<file path="src/s16t_pkg.sv">
// constants and types shared by the reload/capture timer files
package s16t_pkg;

	// register byte offsets on the slave port
	localparam logic [4:0] S16T_OFS_CONTROL = 5'h00;
	localparam logic [4:0] S16T_OFS_RELOAD_LOW = 5'h04;
	localparam logic [4:0] S16T_OFS_RELOAD_HIGH = 5'h08;
	localparam logic [4:0] S16T_OFS_COUNT_LOW = 5'h0c;
	localparam logic [4:0] S16T_OFS_COUNT_HIGH = 5'h10;
	localparam logic [4:0] S16T_OFS_CLOCK_CONFIG = 5'h14;
	localparam logic [4:0] S16T_OFS_IRQ_ENABLE = 5'h18;

	// timer_control field positions
	localparam int S16T_CTL_HIGH_FLAG = 7;
	localparam int S16T_CTL_LOW_FLAG = 6;
	localparam int S16T_CTL_LOW_IRQ_EN = 5;
	localparam int S16T_CTL_CAPTURE_EN = 4;
	localparam int S16T_CTL_SPLIT = 3;
	localparam int S16T_CTL_RUN = 2;
	localparam int S16T_CTL_CAPTURE_SRC = 1;
	localparam int S16T_CTL_EXT_CLOCK = 0;

	// clock_config_register field positions (index = byte counter)
	localparam int S16T_CFG_LOW_FAST = 0;
	localparam int S16T_CFG_HIGH_FAST = 1;

	// irq enable field position
	localparam int S16T_IRQ_EN_BIT = 0;

	// reset values
	localparam logic [7:0] S16T_RST_CONTROL = 8'h00;
	localparam logic [7:0] S16T_RST_RELOAD = 8'h00;
	localparam logic [7:0] S16T_RST_COUNT = 8'h00;
	localparam logic [1:0] S16T_RST_CLOCK_CONFIG = 2'h0;
	localparam logic S16T_RST_IRQ_ENABLE = 1'b0;

	// clock prescaler counts
	localparam logic [3:0] S16T_SYS_DIV_LAST = 4'hb;
	localparam logic [2:0] S16T_EXT_DIV_LAST = 3'h7;

	typedef enum logic [1:0] {
		S16T_MODE_RELOAD16,
		S16T_MODE_SPLIT8,
		S16T_MODE_CAPTURE16,
		S16T_MODE_CAPTURE8
	} s16t_mode_t;

endpackage : s16t_pkg

</file>
<file path="src/s16t_tick_if.sv">
// tick and capture-event strobes from the prescaler to the timer core
interface s16t_tick_if;
	logic tick_div12;
	logic tick_ext8;
	logic capture_sof;
	logic capture_lfo;

	modport src (
		output tick_div12,
		output tick_ext8,
		output capture_sof,
		output capture_lfo
	);

	modport dst (
		input tick_div12,
		input tick_ext8,
		input capture_sof,
		input capture_lfo
	);
endinterface : s16t_tick_if

</file>
<file path="src/s16t_tick_gen.sv">
// pin synchronisers, prescalers and capture-edge pulse generation
module s16t_tick_gen
	import s16t_pkg::*;
(
	// clock and reset
	input wire logic clock,
	input wire logic reset_n,
	input wire logic clock_enable,
	// asynchronous inputs
	input wire logic ext_osc,
	input wire logic usb_sof,
	input wire logic lfo_clock,
	// strobes to the core
	s16t_tick_if.src ticks
);
	import s16t_pkg::*;

	// bit 0 external oscillator, bit 1 sof, bit 2 lfo
	logic [2:0] sync1_q;
	logic [2:0] sync2_q;
	logic [2:0] sync3_q;
	logic [2:0] stable_q;
	logic [2:0] stable_d;
	logic [2:0] rise;
	logic [3:0] sys_div_q;
	logic [2:0] ext_div_q;

	// a change is accepted only once stages two and three agree
	assign stable_d = (~(sync2_q ^ sync3_q) & sync3_q) |
		((sync2_q ^ sync3_q) & stable_q);
	assign rise = stable_d & ~stable_q;

	always_ff @(posedge clock or negedge reset_n) begin
		if (!reset_n) begin
			sync1_q <= 3'h0;
			sync2_q <= 3'h0;
			sync3_q <= 3'h0;
			stable_q <= 3'h0;
		end else if (clock_enable) begin
			sync1_q <= {lfo_clock, usb_sof, ext_osc};
			sync2_q <= sync1_q;
			sync3_q <= sync2_q;
			stable_q <= stable_d;
		end
	end

	// system clock divided by 12
	always_ff @(posedge clock or negedge reset_n) begin
		if (!reset_n) begin
			sys_div_q <= 4'h0;
			ticks.tick_div12 <= 1'b0;
		end else if (clock_enable) begin
			ticks.tick_div12 <= (sys_div_q == S16T_SYS_DIV_LAST);
			if (sys_div_q == S16T_SYS_DIV_LAST) begin
				sys_div_q <= 4'h0;
			end else begin
				sys_div_q <= sys_div_q + 4'h1;
			end
		end
	end

	// synchronised external oscillator divided by 8
	always_ff @(posedge clock or negedge reset_n) begin
		if (!reset_n) begin
			ext_div_q <= 3'h0;
			ticks.tick_ext8 <= 1'b0;
		end else if (clock_enable) begin
			ticks.tick_ext8 <= rise[0] && (ext_div_q == S16T_EXT_DIV_LAST);
			if (rise[0]) begin
				ext_div_q <= ext_div_q + 3'h1;
			end
		end
	end

	// one pulse per accepted rising edge of each capture source
	always_ff @(posedge clock or negedge reset_n) begin
		if (!reset_n) begin
			ticks.capture_sof <= 1'b0;
			ticks.capture_lfo <= 1'b0;
		end else if (clock_enable) begin
			ticks.capture_sof <= rise[1];
			ticks.capture_lfo <= rise[2];
		end
	end

endmodule : s16t_tick_gen

</file>
<file path="src/s16t_timer.sv">
// top of the 16-bit reload/capture timer with its avalon register slave
////////////////////////////////////////////////////////////////////////////////
//
// The Avalon-MM slave port and the address map were chosen for this implementation.
module s16t_timer
	import s16t_pkg::*;
(
	// clock and reset
	input wire logic clock,
	input wire logic reset_n,
	input wire logic clock_enable,
	// avalon-mm slave
	input wire logic [4:0] avs_address,
	input wire logic avs_read,
	input wire logic avs_write,
	input wire logic [31:0] avs_writedata,
	input wire logic [3:0] avs_byteenable,
	output logic [31:0] avs_readdata,
	output logic avs_waitrequest,
	// clock and capture sources
	input wire logic ext_osc,
	input wire logic usb_sof,
	input wire logic lfo_clock,
	// interrupt request
	output logic timer_irq
);
	import s16t_pkg::*;

	////////////////////////////////////////////////////////////////////////////
	// registers and nets

	logic [7:0] control_q;
	logic [7:0] control_d;
	logic [7:0] reload_low_q;
	logic [7:0] reload_high_q;
	logic [7:0] count_low_q;
	logic [7:0] count_high_q;
	logic [7:0] count_low_d;
	logic [7:0] count_high_d;
	logic [1:0] clock_config_q;
	logic irq_enable_q;
	logic wait_q;
	logic [31:0] readdata_q;
	logic irq_q;

	s16t_mode_t mode;
	logic [1:0] byte_tick;
	logic low_inc;
	logic high_inc;
	logic low_wrap;
	logic high_wrap;
	logic capture_event;
	logic high_set;
	logic low_set;
	logic bus_write;
	logic wr_control;
	logic wr_reload_low;
	logic wr_reload_high;
	logic wr_count_low;
	logic wr_count_high;
	logic wr_clock_config;
	logic wr_irq_enable;

	s16t_tick_if ticks ();

	s16t_tick_gen u_tick_gen (
		.clock(clock),
		.reset_n(reset_n),
		.clock_enable(clock_enable),
		.ext_osc(ext_osc),
		.usb_sof(usb_sof),
		.lfo_clock(lfo_clock),
		.ticks(ticks)
	);

	////////////////////////////////////////////////////////////////////////////
	// mode decode

	always_comb begin
		case ({control_q[S16T_CTL_CAPTURE_EN], control_q[S16T_CTL_SPLIT]})
			2'b00: mode = S16T_MODE_RELOAD16;
			2'b01: mode = S16T_MODE_SPLIT8;
			2'b10: mode = S16T_MODE_CAPTURE16;
			2'b11: mode = S16T_MODE_CAPTURE8;
			default: mode = S16T_MODE_RELOAD16;
		endcase
	end

	// sof or lfo edge, only while capture is enabled
	assign capture_event = control_q[S16T_CTL_CAPTURE_EN] &&
		(control_q[S16T_CTL_CAPTURE_SRC] ? ticks.capture_lfo :
		ticks.capture_sof);

	////////////////////////////////////////////////////////////////////////////
	// per-byte clock source

	// 16-bit modes take the low byte's select for the whole counter
	genvar b;
	generate
		for (b = 0; b < 2; b++) begin : g_src
			assign byte_tick[b] = clock_config_q[b] ? 1'b1 :
				(control_q[S16T_CTL_EXT_CLOCK] ? ticks.tick_ext8 :
				ticks.tick_div12);
		end
	endgenerate

	////////////////////////////////////////////////////////////////////////////
	// increments and wraps

	always_comb begin
		low_inc = 1'b0;
		high_inc = 1'b0;
		case (mode)
			S16T_MODE_RELOAD16, S16T_MODE_CAPTURE16: begin
				low_inc = control_q[S16T_CTL_RUN] && byte_tick[0];
				high_inc = low_inc && (count_low_q == 8'hff);
			end
			S16T_MODE_SPLIT8, S16T_MODE_CAPTURE8: begin
				low_inc = byte_tick[0];
				high_inc = control_q[S16T_CTL_RUN] && byte_tick[1];
			end
			default: begin
				low_inc = 1'b0;
				high_inc = 1'b0;
			end
		endcase
	end

	assign low_wrap = low_inc && (count_low_q == 8'hff);
	assign high_wrap = high_inc && (count_high_q == 8'hff);

	////////////////////////////////////////////////////////////////////////////
	// next count

	always_comb begin
		count_low_d = count_low_q;
		count_high_d = count_high_q;
		case (mode)
			S16T_MODE_RELOAD16: begin
				if (high_wrap) begin
					count_low_d = reload_low_q;
					count_high_d = reload_high_q;
				end else begin
					if (low_inc) begin
						count_low_d = count_low_q + 8'h01;
					end
					if (high_inc) begin
						count_high_d = count_high_q + 8'h01;
					end
				end
			end
			S16T_MODE_SPLIT8: begin
				if (low_wrap) begin
					count_low_d = reload_low_q;
				end else if (low_inc) begin
					count_low_d = count_low_q + 8'h01;
				end
				if (high_wrap) begin
					count_high_d = reload_high_q;
				end else if (high_inc) begin
					count_high_d = count_high_q + 8'h01;
				end
			end
			S16T_MODE_CAPTURE16, S16T_MODE_CAPTURE8: begin
				// free running, wraps through zero
				if (low_inc) begin
					count_low_d = count_low_q + 8'h01;
				end
				if (high_inc) begin
					count_high_d = count_high_q + 8'h01;
				end
			end
			default: begin
				count_low_d = count_low_q;
				count_high_d = count_high_q;
			end
		endcase
		// a software write to a count byte overrides counting
		if (wr_count_low) begin
			count_low_d = avs_writedata[7:0];
		end
		if (wr_count_high) begin
			count_high_d = avs_writedata[7:0];
		end
	end

	always_ff @(posedge clock or negedge reset_n) begin
		if (!reset_n) begin
			count_low_q <= S16T_RST_COUNT;
			count_high_q <= S16T_RST_COUNT;
		end else if (clock_enable) begin
			count_low_q <= count_low_d;
			count_high_q <= count_high_d;
		end
	end

	////////////////////////////////////////////////////////////////////////////
	// reload registers and capture latch

	always_ff @(posedge clock or negedge reset_n) begin
		if (!reset_n) begin
			reload_low_q <= S16T_RST_RELOAD;
			reload_high_q <= S16T_RST_RELOAD;
		end else if (clock_enable) begin
			if (capture_event) begin
				reload_low_q <= count_low_q;
				reload_high_q <= count_high_q;
			end else begin
				if (wr_reload_low) begin
					reload_low_q <= avs_writedata[7:0];
				end
				if (wr_reload_high) begin
					reload_high_q <= avs_writedata[7:0];
				end
			end
		end
	end

	////////////////////////////////////////////////////////////////////////////
	// control register and flags

	// capture events are reported through the high flag
	assign high_set = high_wrap || capture_event;
	assign low_set = low_wrap;

	always_comb begin
		control_d = wr_control ? avs_writedata[7:0] : control_q;
		// hardware set wins over a clearing write; never self-clears
		control_d[S16T_CTL_HIGH_FLAG] = control_d[S16T_CTL_HIGH_FLAG] ||
			high_set;
		control_d[S16T_CTL_LOW_FLAG] = control_d[S16T_CTL_LOW_FLAG] ||
			low_set;
	end

	always_ff @(posedge clock or negedge reset_n) begin
		if (!reset_n) begin
			control_q <= S16T_RST_CONTROL;
		end else if (clock_enable) begin
			control_q <= control_d;
		end
	end

	always_ff @(posedge clock or negedge reset_n) begin
		if (!reset_n) begin
			clock_config_q <= S16T_RST_CLOCK_CONFIG;
			irq_enable_q <= S16T_RST_IRQ_ENABLE;
		end else if (clock_enable) begin
			if (wr_clock_config) begin
				clock_config_q <= {avs_writedata[S16T_CFG_HIGH_FAST],
					avs_writedata[S16T_CFG_LOW_FAST]};
			end
			if (wr_irq_enable) begin
				irq_enable_q <= avs_writedata[S16T_IRQ_EN_BIT];
			end
		end
	end

	////////////////////////////////////////////////////////////////////////////
	// interrupt request

	always_ff @(posedge clock or negedge reset_n) begin
		if (!reset_n) begin
			irq_q <= 1'b0;
		end else if (clock_enable) begin
			irq_q <= irq_enable_q && (control_d[S16T_CTL_HIGH_FLAG] ||
				(control_d[S16T_CTL_LOW_IRQ_EN] &&
				control_d[S16T_CTL_LOW_FLAG]));
		end
	end

	assign timer_irq = irq_q;

	////////////////////////////////////////////////////////////////////////////
	// avalon slave: one wait cycle, then the request completes

	assign bus_write = avs_write && !wait_q && avs_byteenable[0];
	assign wr_control = bus_write && (avs_address == S16T_OFS_CONTROL);
	assign wr_reload_low = bus_write &&
		(avs_address == S16T_OFS_RELOAD_LOW);
	assign wr_reload_high = bus_write &&
		(avs_address == S16T_OFS_RELOAD_HIGH);
	assign wr_count_low = bus_write && (avs_address == S16T_OFS_COUNT_LOW);
	assign wr_count_high = bus_write &&
		(avs_address == S16T_OFS_COUNT_HIGH);
	assign wr_clock_config = bus_write &&
		(avs_address == S16T_OFS_CLOCK_CONFIG);
	assign wr_irq_enable = bus_write &&
		(avs_address == S16T_OFS_IRQ_ENABLE);

	always_ff @(posedge clock or negedge reset_n) begin
		if (!reset_n) begin
			wait_q <= 1'b1;
		end else if (clock_enable) begin
			wait_q <= !(wait_q && (avs_read || avs_write));
		end
	end

	always_ff @(posedge clock or negedge reset_n) begin
		if (!reset_n) begin
			readdata_q <= 32'h0000_0000;
		end else if (clock_enable) begin
			if (avs_read && wait_q) begin
				case (avs_address)
					S16T_OFS_CONTROL: readdata_q <= {24'h0, control_q};
					S16T_OFS_RELOAD_LOW: readdata_q <= {24'h0, reload_low_q};
					S16T_OFS_RELOAD_HIGH: readdata_q <= {24'h0, reload_high_q};
					S16T_OFS_COUNT_LOW: readdata_q <= {24'h0, count_low_q};
					S16T_OFS_COUNT_HIGH: readdata_q <= {24'h0, count_high_q};
					S16T_OFS_CLOCK_CONFIG: readdata_q <= {30'h0, clock_config_q};
					S16T_OFS_IRQ_ENABLE: readdata_q <= {31'h0, irq_enable_q};
					default: readdata_q <= 32'h0000_0000;
				endcase
			end
		end
	end

	assign avs_readdata = readdata_q;
	assign avs_waitrequest = wait_q;

endmodule : s16t_timer

</file>
<file path="config.mk">
export PLATFORM = sky130hd
export DESIGN_NAME = s16t_timer
export DESIGN_NICKNAME = d
export VERILOG_FILES = /design/src/s16t_pkg.sv /design/src/s16t_tick_if.sv /design/src/s16t_tick_gen.sv /design/src/s16t_timer.sv
export SDC_FILE = /design/constraint.sdc
export NUM_CORES = 1
export LEC_CHECK = 0
export BUFFER_PORTS_ARGS = -buffer_cell sky130_fd_sc_hd__buf_2
export CORE_MARGIN = 2
export CORE_UTILIZATION = 41
export DETAILED_ROUTE_END_ITERATION = 10
export SYNTH_ARGS = -nofsm -noshare
export SYNTH_HDL_FRONTEND = slang
export SYNTH_SLANG_ARGS = --single-unit
</file>
<file path="constraint.sdc">
create_clock -name clock -period 5.31 [get_ports clock]
set_clock_uncertainty 0.2 [all_clocks]
set_input_delay 0.531 -clock clock [delete_from_list [all_inputs] [get_ports clock]]
set_output_delay 0.531 -clock clock [all_outputs]
set_load 0.05 [all_outputs]
</file>
==> flow_summary.json, run 1 <==
{
  "hold_path.class": "input pin to async pin",
  "drive_gt1_share_pct": 18.0,
  "antenna_cells": 0,
  "grt_pass1_vias": 3545,
  "worstPathRequired_ns": 5.30,
  "hold_viol": 0,
  "io-pin-count": 83,
  "yosysWarnings": 0,
  "placed_area_um2": 4660,
  "irDropWorstVdd_v": 0.000158,
  "dpl.hpwl_um": 8320,
  "synth_seq_area_share_pct": 41.6,
  "cts_made_buffers": 9,
  "critPathMaxFanout": 16,
  "clockRootBuffer": "clkbuf_8",
  "first_pass_iters": 5,
  "finalCriticalPeriod_ns": 2.61,
  "initial_utilization_pct": 42.1,
  "setup_viol": 0,
  "die-area_um2": 12000,
  "cts_resized": 0,
  "viasPerCell": 5.87,
  "syn-instance-count": 467,
  "clk_pin_slew_worst_paths_ns": 0.09,
  "synth-async-reset-ratio_pct": 100,
  "crit_start": "avs_waitrequest",
  "tightest_slew_ns": 1.11,
  "relSlewSlack_pct": 25.8,
  "drv_cap": 0,
  "wl_per_cell_um": 18.9,
  "tns_ns": 0,
  "grt_max_degree": 77,
  "clkSinkCount": 76,
  "synth_enable_flop_cells": 0,
  "power_uw": 1500,
  "io_buffers": 31,
  "postCtsHoldBufs": 0,
  "max_freq_mhz": 382,
  "crit_type": "flip-flop to flip-flop",
  "synth_area_per_cell_um2": 9.81,
  "htree_levels": 3,
  "fp.dieH_um": 110,
  "postCtsSetupBuffers": 0,
  "grt_pass1_wl_um": 19300,
  "finalWirelength_um": 11900,
  "final_area_um2": 4880,
  "reg2reg_from": "avs_waitrequest",
  "fp.coreArea_um2": 10900,
  "slew_viol_final": 0,
  "power.density_nw_per_um2": 308,
  "ys_types": 70,
  "ys_ff_latch": 76,
  "rsz0062_at_grt": "false",
  "drc": 0,
  "area_delta_synth_final_pct": 6.58,
  "overflow": 0,
  "run_status": "complete, no violations",
  "cts_buffer_depth": 2,
  "track_usage_pct": 21.5,
  "num-fill-cells": 1054,
  "die_w_um": 110,
  "vias": 3685,
  "insertion_delay_ns": 0.37,
  "post-route-period-util_pct": 49.2,
  "syn-cell-area_um2": 4580,
  "leakagePower_uw": 0.00218,
  "holdWs_ns": 0.114,
  "fin_cells": 628,
  "cts_tree": "done",
  "cp-start-kind": "flip-flop",
  "nNetsFinal": 537,
  "postRouteAntennaNets": 0,
  "drt_iter0_drc": 261,
  "antenna_found_initial": 0,
  "globalplace.congestion": 0.893,
  "cp.arrival_ns": 2.60,
  "std_cell_rows": 38,
  "dp_cells": 612,
  "ys.flop_type": "dfrtp_1",
  "worstSetupEndpointType": "flip-flop"
}
## registers in the layout, indices dropped and copies added (netlist names), 2 cells and up
register              count
avs_readdata              8
control_q                 8
count_high_q              8
count_low_q               8
reload_high_q             8
reload_low_q              8
u_tick_gen.sys_div_q      4
u_tick_gen.ext_div_q      3
u_tick_gen.stable_q       3
u_tick_gen.sync1_q        3
u_tick_gen.sync2_q        3
u_tick_gen.sync3_q        3
clock_config_q            2
## report_power, final
group | switching (µW) | leakage (µW) | internal [µW]
registers | 86.8 | 0.000978 | 657
clock network | 235 | 0.000109 | 258
logic | 160 | 0.00109 | 107
## worst paths after layout
check | slack [ns] | cells after the start | endpoint
setup / recovery | 2.70 | 4 | reload_low_q[7]
hold / removal | 0.11 | 1 | count_low_q[6]
setup reg to reg | 2.70 | 4 | reload_low_q[7]
hold reg to reg | 0.28 | 2 | avs_readdata[3]
max in group asynchronous | 4.15 | 1 | count_high_q[6]
min in group clock | 0.19 | 2 | u_tick_gen.sync1_q[1]
## layout make-up
| cell class | instances | area, µm² | area share [%] |
|---|---|---|---|
| Multi-Input combinational cell | 348 | 2350 | 48.2 |
| Timing Repair Buffer | 33 | 173 | 3.54 |
| Clock inverter | 4 | 55.1 | 1.13 |
| Tap cell | 140 | 175 | 3.59 |
| Sequential cell | 76 | 1900 | 39.0 |
| Clock buffer | 12 | 165 | 3.38 |
| Inverter | 15 | 56.3 | 1.15 |
## cells by family (layout without fill, tap and decap cells)
family	Yosys count	after routing	synth area share, %
other cells	1	24	0.0819
flops	76	76	41.6
mux	53	53	13.7
buf+inv	66	64	8.93
compound gates	130	130	18.5
simple gates	131	131	14.9
fa+ha+maj	5	5	1.37
xor+xnor	5	5	0.956
## cell usage after synthesis, drive strengths merged (2+ instances only)
cell     number  area (µm²)
or3           3        18.8
a32oi         2        17.5
o21ai        53         265
a22oi         9        67.6
nand3        17        85.1
nand4         4        40.0
a32o          2        20.0
ha            5        62.6
mux2         23         259
dfrtp        75        1880
a222oi        2        20.0
and3          6        37.5
or4           2        15.0
a21oi        18        90.1
nand2        52         195
and2          2        13.8
mux2i        25         250
mux4          5         116
nor3          9        56.3
nand3b        3        22.5
nor2         20        75.1
o2111ai       4        35.0
o21a          3        22.5
a211oi        4        35.0
a211o         3        27.5
o211ai        3        22.5
a31oi         6        37.5
nor4          3        18.8
inv          15        56.3
a2bb2oi       3        26.3
and4          3        26.3
xnor2         3        26.3
o32a          2        20.0
buf          28         204
clkbuf       22         116
xor2          2        17.5
o31ai         2        15.0
o22ai         3        18.8
## routing by layer
layer | global-route usage [%] | wire length, µm | vias up
met5 | 0 | 0 | -
met4 | 7.69 | 265 | 0
met3 | 4.39 | 762 | 25
met2 | 31.6 | 5340 | 143
met1 | 31.3 | 5500 | 1804
li1 | - | - | 1713
## critical path, cell delays in order (launching register included)
cell and delay, ns:
dfstp_2 0.57, and3b_1 0.29, and4_1 0.24, o21ai_1 0.82, o21ai_0 0.31
## per-stage QoR
stage / utilization, % / setup slack (ns)
2_1_floorplan: - / 3.09
3_3_place_gp: 42.8 / 2.50
3_5_place_dp: 42.8 / 2.44
4_1_cts: 44.8 / 2.68
5_1_grt: 44.8 / 2.46
6_report: 44.8 / 2.70
## layout by cell type (no fill, tap or decap), drive strengths merged, types with 5 or more instances in the layout
cell | synthesis | final
nor3 | 9 | 9
a22oi | 9 | 9
a21oi | 18 | 18
conb | 1 | 24
mux2 | 23 | 23
ha | 5 | 5
mux2i | 25 | 25
and3 | 6 | 6
nand2 | 52 | 52
buf | 28 | 33
nor2 | 20 | 20
inv | 15 | 16
o21ai | 53 | 53
mux4 | 5 | 5
a31oi | 6 | 6
nand3 | 17 | 17
dfrtp | 75 | 75
clkbuf | 22 | 12
No activity file was read; power rests on OpenSTA's default activity.
==> run 2: changes to the inputs <==
==> constraint.sdc (replaced) <==
create_clock -name clock -period 2.4 [get_ports clock]
set_clock_uncertainty 0.2 [all_clocks]
set_input_delay 0.24 -clock clock [delete_from_list [all_inputs] [get_ports clock]]
set_output_delay 0.24 -clock clock [all_outputs]
set_load 0.05 [all_outputs]
==> flow_summary.json, run 2 (synthesis gave the netlist of run 1 again) <==
{
  "std_cell_rows": 38,
  "tightest_slew_ns": 0.514,
  "hold_depth": 2,
  "worstSetupEndpointType": "flip-flop",
  "drt_iter0_drc": 362,
  "tns_ns": 0,
  "nNetsFinal": 571,
  "power_uw": 3530,
  "num-fill-cells": 1022,
  "die-area_um2": 12000,
  "grt_pass1_vias": 3723,
  "switchingPower_uw": 1090,
  "drv_cap": 0,
  "fp.coreArea_um2": 10900,
  "fin_util_pct": 47.8,
  "cts_resized": 0,
  "grt_max_degree": 77,
  "run_status": "complete, no violations",
  "post-route-period-util_pct": 92.3,
  "htree_levels": 3,
  "rsz0062_at_grt": "false",
  "rr_worst_depth": 6,
  "cp-start-kind": "flip-flop",
  "finalWirelength_um": 12500,
  "path_delay_family": "simple AND/OR/NAND/NOR gates",
  "holdPathEnd": "control_q[2]",
  "area_delta_synth_final_pct": 13.6,
  "postRouteAntennaNets": 0,
  "fp.dieH_um": 110,
  "power.internal_uw": 2440,
  "pwr-share-seq_pct": 45.6,
  "antenna_cells": 0,
  "clkSinkCount": 76,
  "fin_cells": 662,
  "crit_type": "flip-flop to flip-flop",
  "dp_cells": 640,
  "worstReg2RegEnd": "count_low_q[7]",
  "slew_viol_final": 0,
  "cts_tree": "done",
  "final_cell_mix": "dfrtp_1, nand2_1, o21ai_0",
  "critPathMaxFanout": 8,
  "hold_viol": 0,
  "max_freq_mhz": 451,
  "io_buffers": 31,
  "setup_viol": 0,
  "insertion_delay_ns": 0.37,
  "first_pass_iters": 5,
  "wl_per_cell_um": 18.9,
  "placed_area_um2": 4900,
  "ff2ff_setup_slack_ns": 0.18,
  "worstPathCellList": "ha_1, and3_1, a31oi_1, nor3_4, nor3_1, o31ai_1",
  "dpl.hpwl_um": 9060,
  "irDropWorstVdd_v": 0.000356,
  "critPathMaxStageDelay_ns": 0.45,
  "cp.arrival_ns": 2.28,
  "drive_gt1_share_pct": 22.2,
  "grt_pass1_wl_um": 20400,
  "clock_power_share_pct": 34.7,
  "globalplace.congestion": 0.934,
  "leakagePower_uw": 0.00236,
  "slowest_stage": "nor3_4",
  "finalCriticalPeriod_ns": 2.22,
  "initial_utilization_pct": 42.1,
  "clockRootBuffer": "clkbuf_8",
  "die_w_um": 110,
  "track_usage_pct": 22.7,
  "worstPathRequired_ns": 2.46,
  "final_area_um2": 5200,
  "antenna_found_initial": 0,
  "hold_path.class": "input pin to flip-flop",
  "relSlewSlack_pct": 65.6,
  "cts_buffer_depth": 2,
  "clk_pin_slew_worst_paths_ns": 0.09,
  "io-pin-count": 83,
  "reg2reg_from": "count_high_q[0]",
  "viasPerCell": 5.78,
  "hold_path.startpoint": "avs_writedata[2]",
  "overflow": 0,
  "vias": 3827,
  "cts_made_buffers": 9,
  "drc": 0,
  "cp_num_buf_inv": 0,
  "power.density_nw_per_um2": 678,
  "switching_share_pct": 30.9,
  "mostFrequentLayoutCell": "dfrtp_1",
  "combPwrFrac_pct": 19.7
}
[run 2: area by class of cell]
cell class              instances  area, µm²  area share (%)
clock inverters                 7        124            2.38
well taps                     140        175            3.37
flip-flops and latches         76       1900            36.6
repair buffers                 67        468            8.99
clock buffers                   9        124            2.38
multi-input cells             348       2350            45.2
inverters                      15       56.3            1.08
[run 2: what timing repair did]
| action | 4_1_cts | 5_1_grt |
|---|---|---|
| hold endpoints to repair | 79 | 0 |
| hold buffers | 6 | 0 |
| setup buffers | 0 | 0 |
[run 2: how the worst max path moves through the flow]
stage | start | to | cells past startpoint
3_3_place_gp | avs_address[2] | timer_irq | 6
4_1_cts | avs_waitrequest | timer_irq | 5
3_5_place_dp | avs_address[2] | timer_irq | 6
2_1_floorplan | avs_waitrequest | count_high_q[7] | 5
6_report | count_high_q[0] | count_low_q[7] | 6
5_1_grt | count_high_q[1] | count_low_q[7] | 6
[run 2: per-layer routing]
metal	vias to the layer above	track usage, %	wire, µm
li1	1782	-	-
met1	1874	33.1	5790
met2	152	34.0	5650
met3	19	3.62	806
met4	0	8.05	229
met5	-	0	0
[run 2: stage by stage]
step | hold WS (ns) | setup slack [ns]
2_1_floorplan | -0.256 | 0.185
3_3_place_gp | 0.0928 | 0.203
3_5_place_dp | 0.101 | 0.214
4_1_cts | 0.00419 | 0.173
5_1_grt | 0.00892 | 0.0156
6_report | 0.0125 | 0.184
[run 2: power by group through the flow]
stage / Clock, µW / Combinational (µW) / Sequential (µW)
after CTS: 1250 / 698 / 1610
after floorplan: 0 / 486 / 1620
final: 1230 / 695 / 1610
after global placement: 0 / 661 / 1620
after global routing: 1310 / 775 / 1630
after detailed placement: 0 / 690 / 1630
==> run 3: changes to the inputs <==
--- a/config.mk
+++ b/config.mk
@@ -5,10 +5,10 @@
 export SDC_FILE = /design/constraint.sdc
 export NUM_CORES = 1
 export LEC_CHECK = 0
-export BUFFER_PORTS_ARGS = -buffer_cell sky130_fd_sc_hd__buf_2
 export CORE_MARGIN = 2
 export CORE_UTILIZATION = 41
 export DETAILED_ROUTE_END_ITERATION = 10
+export DONT_BUFFER_PORTS = 1
 export SYNTH_ARGS = -nofsm -noshare
 export SYNTH_HDL_FRONTEND = slang
 export SYNTH_SLANG_ARGS = --single-unit
==> flow_summary.json, run 3 (synthesis gave the netlist of run 1 again) <==
{
  "cp_num_cells": 6,
  "insertion_delay_ns": 0.37,
  "std_cell_rows": 38,
  "leakagePower_uw": 0.00225,
  "vias": 3798,
  "hold_depth": 4,
  "num-fill-cells": 1015,
  "fp.coreArea_um2": 10900,
  "slew_viol_final": 0,
  "grt_pass1_wl_um": 20500,
  "cts_buffer_depth": 2,
  "hold_viol": 0,
  "first_pass_iters": 5,
  "multi_input_area_um2": 2360,
  "cp-start-kind": "flip-flop",
  "rr_worst_depth": 6,
  "antenna_found_initial": 0,
  "mostFrequentLayoutCell": "dfrtp_1",
  "crit_type": "flip-flop to flip-flop",
  "cts_made_buffers": 9,
  "hold_path.class": "input pin to flip-flop",
  "path_delay_family": "compound AO/OA/AOI/OAI gates",
  "track_usage_pct": 22.9,
  "clkSinkCount": 76,
  "die-area_um2": 12000,
  "viasPerCell": 5.91,
  "antenna_cells": 0,
  "placed_area_um2": 4690,
  "drt_iter0_drc": 370,
  "critPathMaxStageDelay_ns": 0.54,
  "rsz0062_at_grt": "false",
  "finalWirelength_um": 12700,
  "setup_viol": 0,
  "clockRootBuffer": "clkbuf_8",
  "critPathMaxFanout": 6,
  "cts_tree": "done",
  "slowest_stage": "or4_1",
  "initial_utilization_pct": 42.1,
  "htree_levels": 3,
  "drive_gt1_share_pct": 17.1,
  "run_status": "complete, no violations",
  "final_area_um2": 5130,
  "max_freq_mhz": 443,
  "dpl.hpwl_um": 8650,
  "cp.arrival_ns": 2.35,
  "io_buffers": 0,
  "tightest_slew_ns": 0.511,
  "irDropWorstVdd_v": 0.000356,
  "tns_ns": 0,
  "postRouteAntennaNets": 0,
  "wl_per_cell_um": 19.8,
  "drc": 0,
  "drv_cap": 0,
  "power.density_nw_per_um2": 624,
  "globalplace.congestion": 0.970,
  "seqCellArea_um2": 1900,
  "worstPathRequired_ns": 2.49,
  "final_cell_mix": "dfrtp_1, nand2_1, o21ai_0",
  "die_w_um": 110,
  "post-route-period-util_pct": 94.0,
  "clk_pin_slew_worst_paths_ns": 0.09,
  "overflow": 0,
  "finalCriticalPeriod_ns": 2.26,
  "cp_num_buf_inv": 0,
  "nNetsFinal": 552,
  "io-pin-count": 83,
  "area_delta_synth_final_pct": 12.0,
  "relSlewSlack_pct": 65.7,
  "worstPathCellList": "ha_2, nand3_1, a211oi_2, o221ai_2, or4_1, a32oi_1",
  "worstSetupEndpointType": "flip-flop",
  "grt_pass1_vias": 3708,
  "grt_max_degree": 77,
  "fp.dieH_um": 110
}
## run 3: final timing paths
| check | slack, ns | to | start |
|---|---|---|---|
| max in group asynchronous | 1.42 | avs_waitrequest | reset_n |
| setup reg to reg | 0.14 | count_high_q[6] | count_low_q[1] |
| setup / recovery | 0.14 | count_high_q[6] | count_low_q[1] |
| hold / removal | 0.02 | count_high_q[3] | clock_enable |
| hold reg to reg | 0.28 | u_tick_gen.ext_div_q[0] | u_tick_gen.ext_div_q[0] |
| min in group asynchronous | 0.23 | reload_high_q[7] | reset_n |
## run 3: report_power, final
group	switching (µW)	internal [µW]
combinational	370	282
sequential	169	1450
clock	535	391
## run 3: tightest hold or removal path, cell delays in order
cell and delay (ns):
nand2_1 0.04, a2bb2oi_1 0.12, o31a_2 0.10, nand2_1 0.05
## run 3: routing by layer
layer	wire, µm	vias to the layer above	track usage (%)
met3	980	24	4.51
met1	5710	1851	31.9
li1	-	1736	-
met2	5740	185	35.4
met5	23	-	4.02
met4	273	2	7.23
## run 3: layout make-up
| class | count | area share, % |
|---|---|---|
| clock buffers | 9 | 2.42 |
| clock inverters | 7 | 1.15 |
| inverters | 15 | 1.10 |
| multi-input cells | 348 | 45.9 |
| flip-flops and latches | 76 | 37.1 |
| well taps | 140 | 3.42 |
| repair buffers | 48 | 8.83 |
## run 3: what timing repair did
item                       CTS  global route
hold buffers                21             0
setup endpoints to repair    0             3
hold endpoints to repair   139             0
resized for setup            0             2
buffers inserted             0             2
## run 3: through the flow
| stage | hold slack (ns) | total power (µW) | instances | utilization (%) | worst slack (ns) |
|---|---|---|---|---|---|
| 2_1_floorplan | -0.256 | 2100 | 490 | - | 0.185 |
| 5_1_grt | 0.0176 | 3390 | 643 | 47.1 | 0.0263 |
| 4_1_cts | 0.00133 | 3220 | 641 | 46.9 | 0.116 |
| 3_5_place_dp | -0.253 | 2200 | 604 | 43.1 | 0.125 |
| 6_report | 0.0169 | 3200 | 643 | 47.1 | 0.144 |
| 3_3_place_gp | -0.252 | 2170 | 604 | 43.1 | 0.192 |
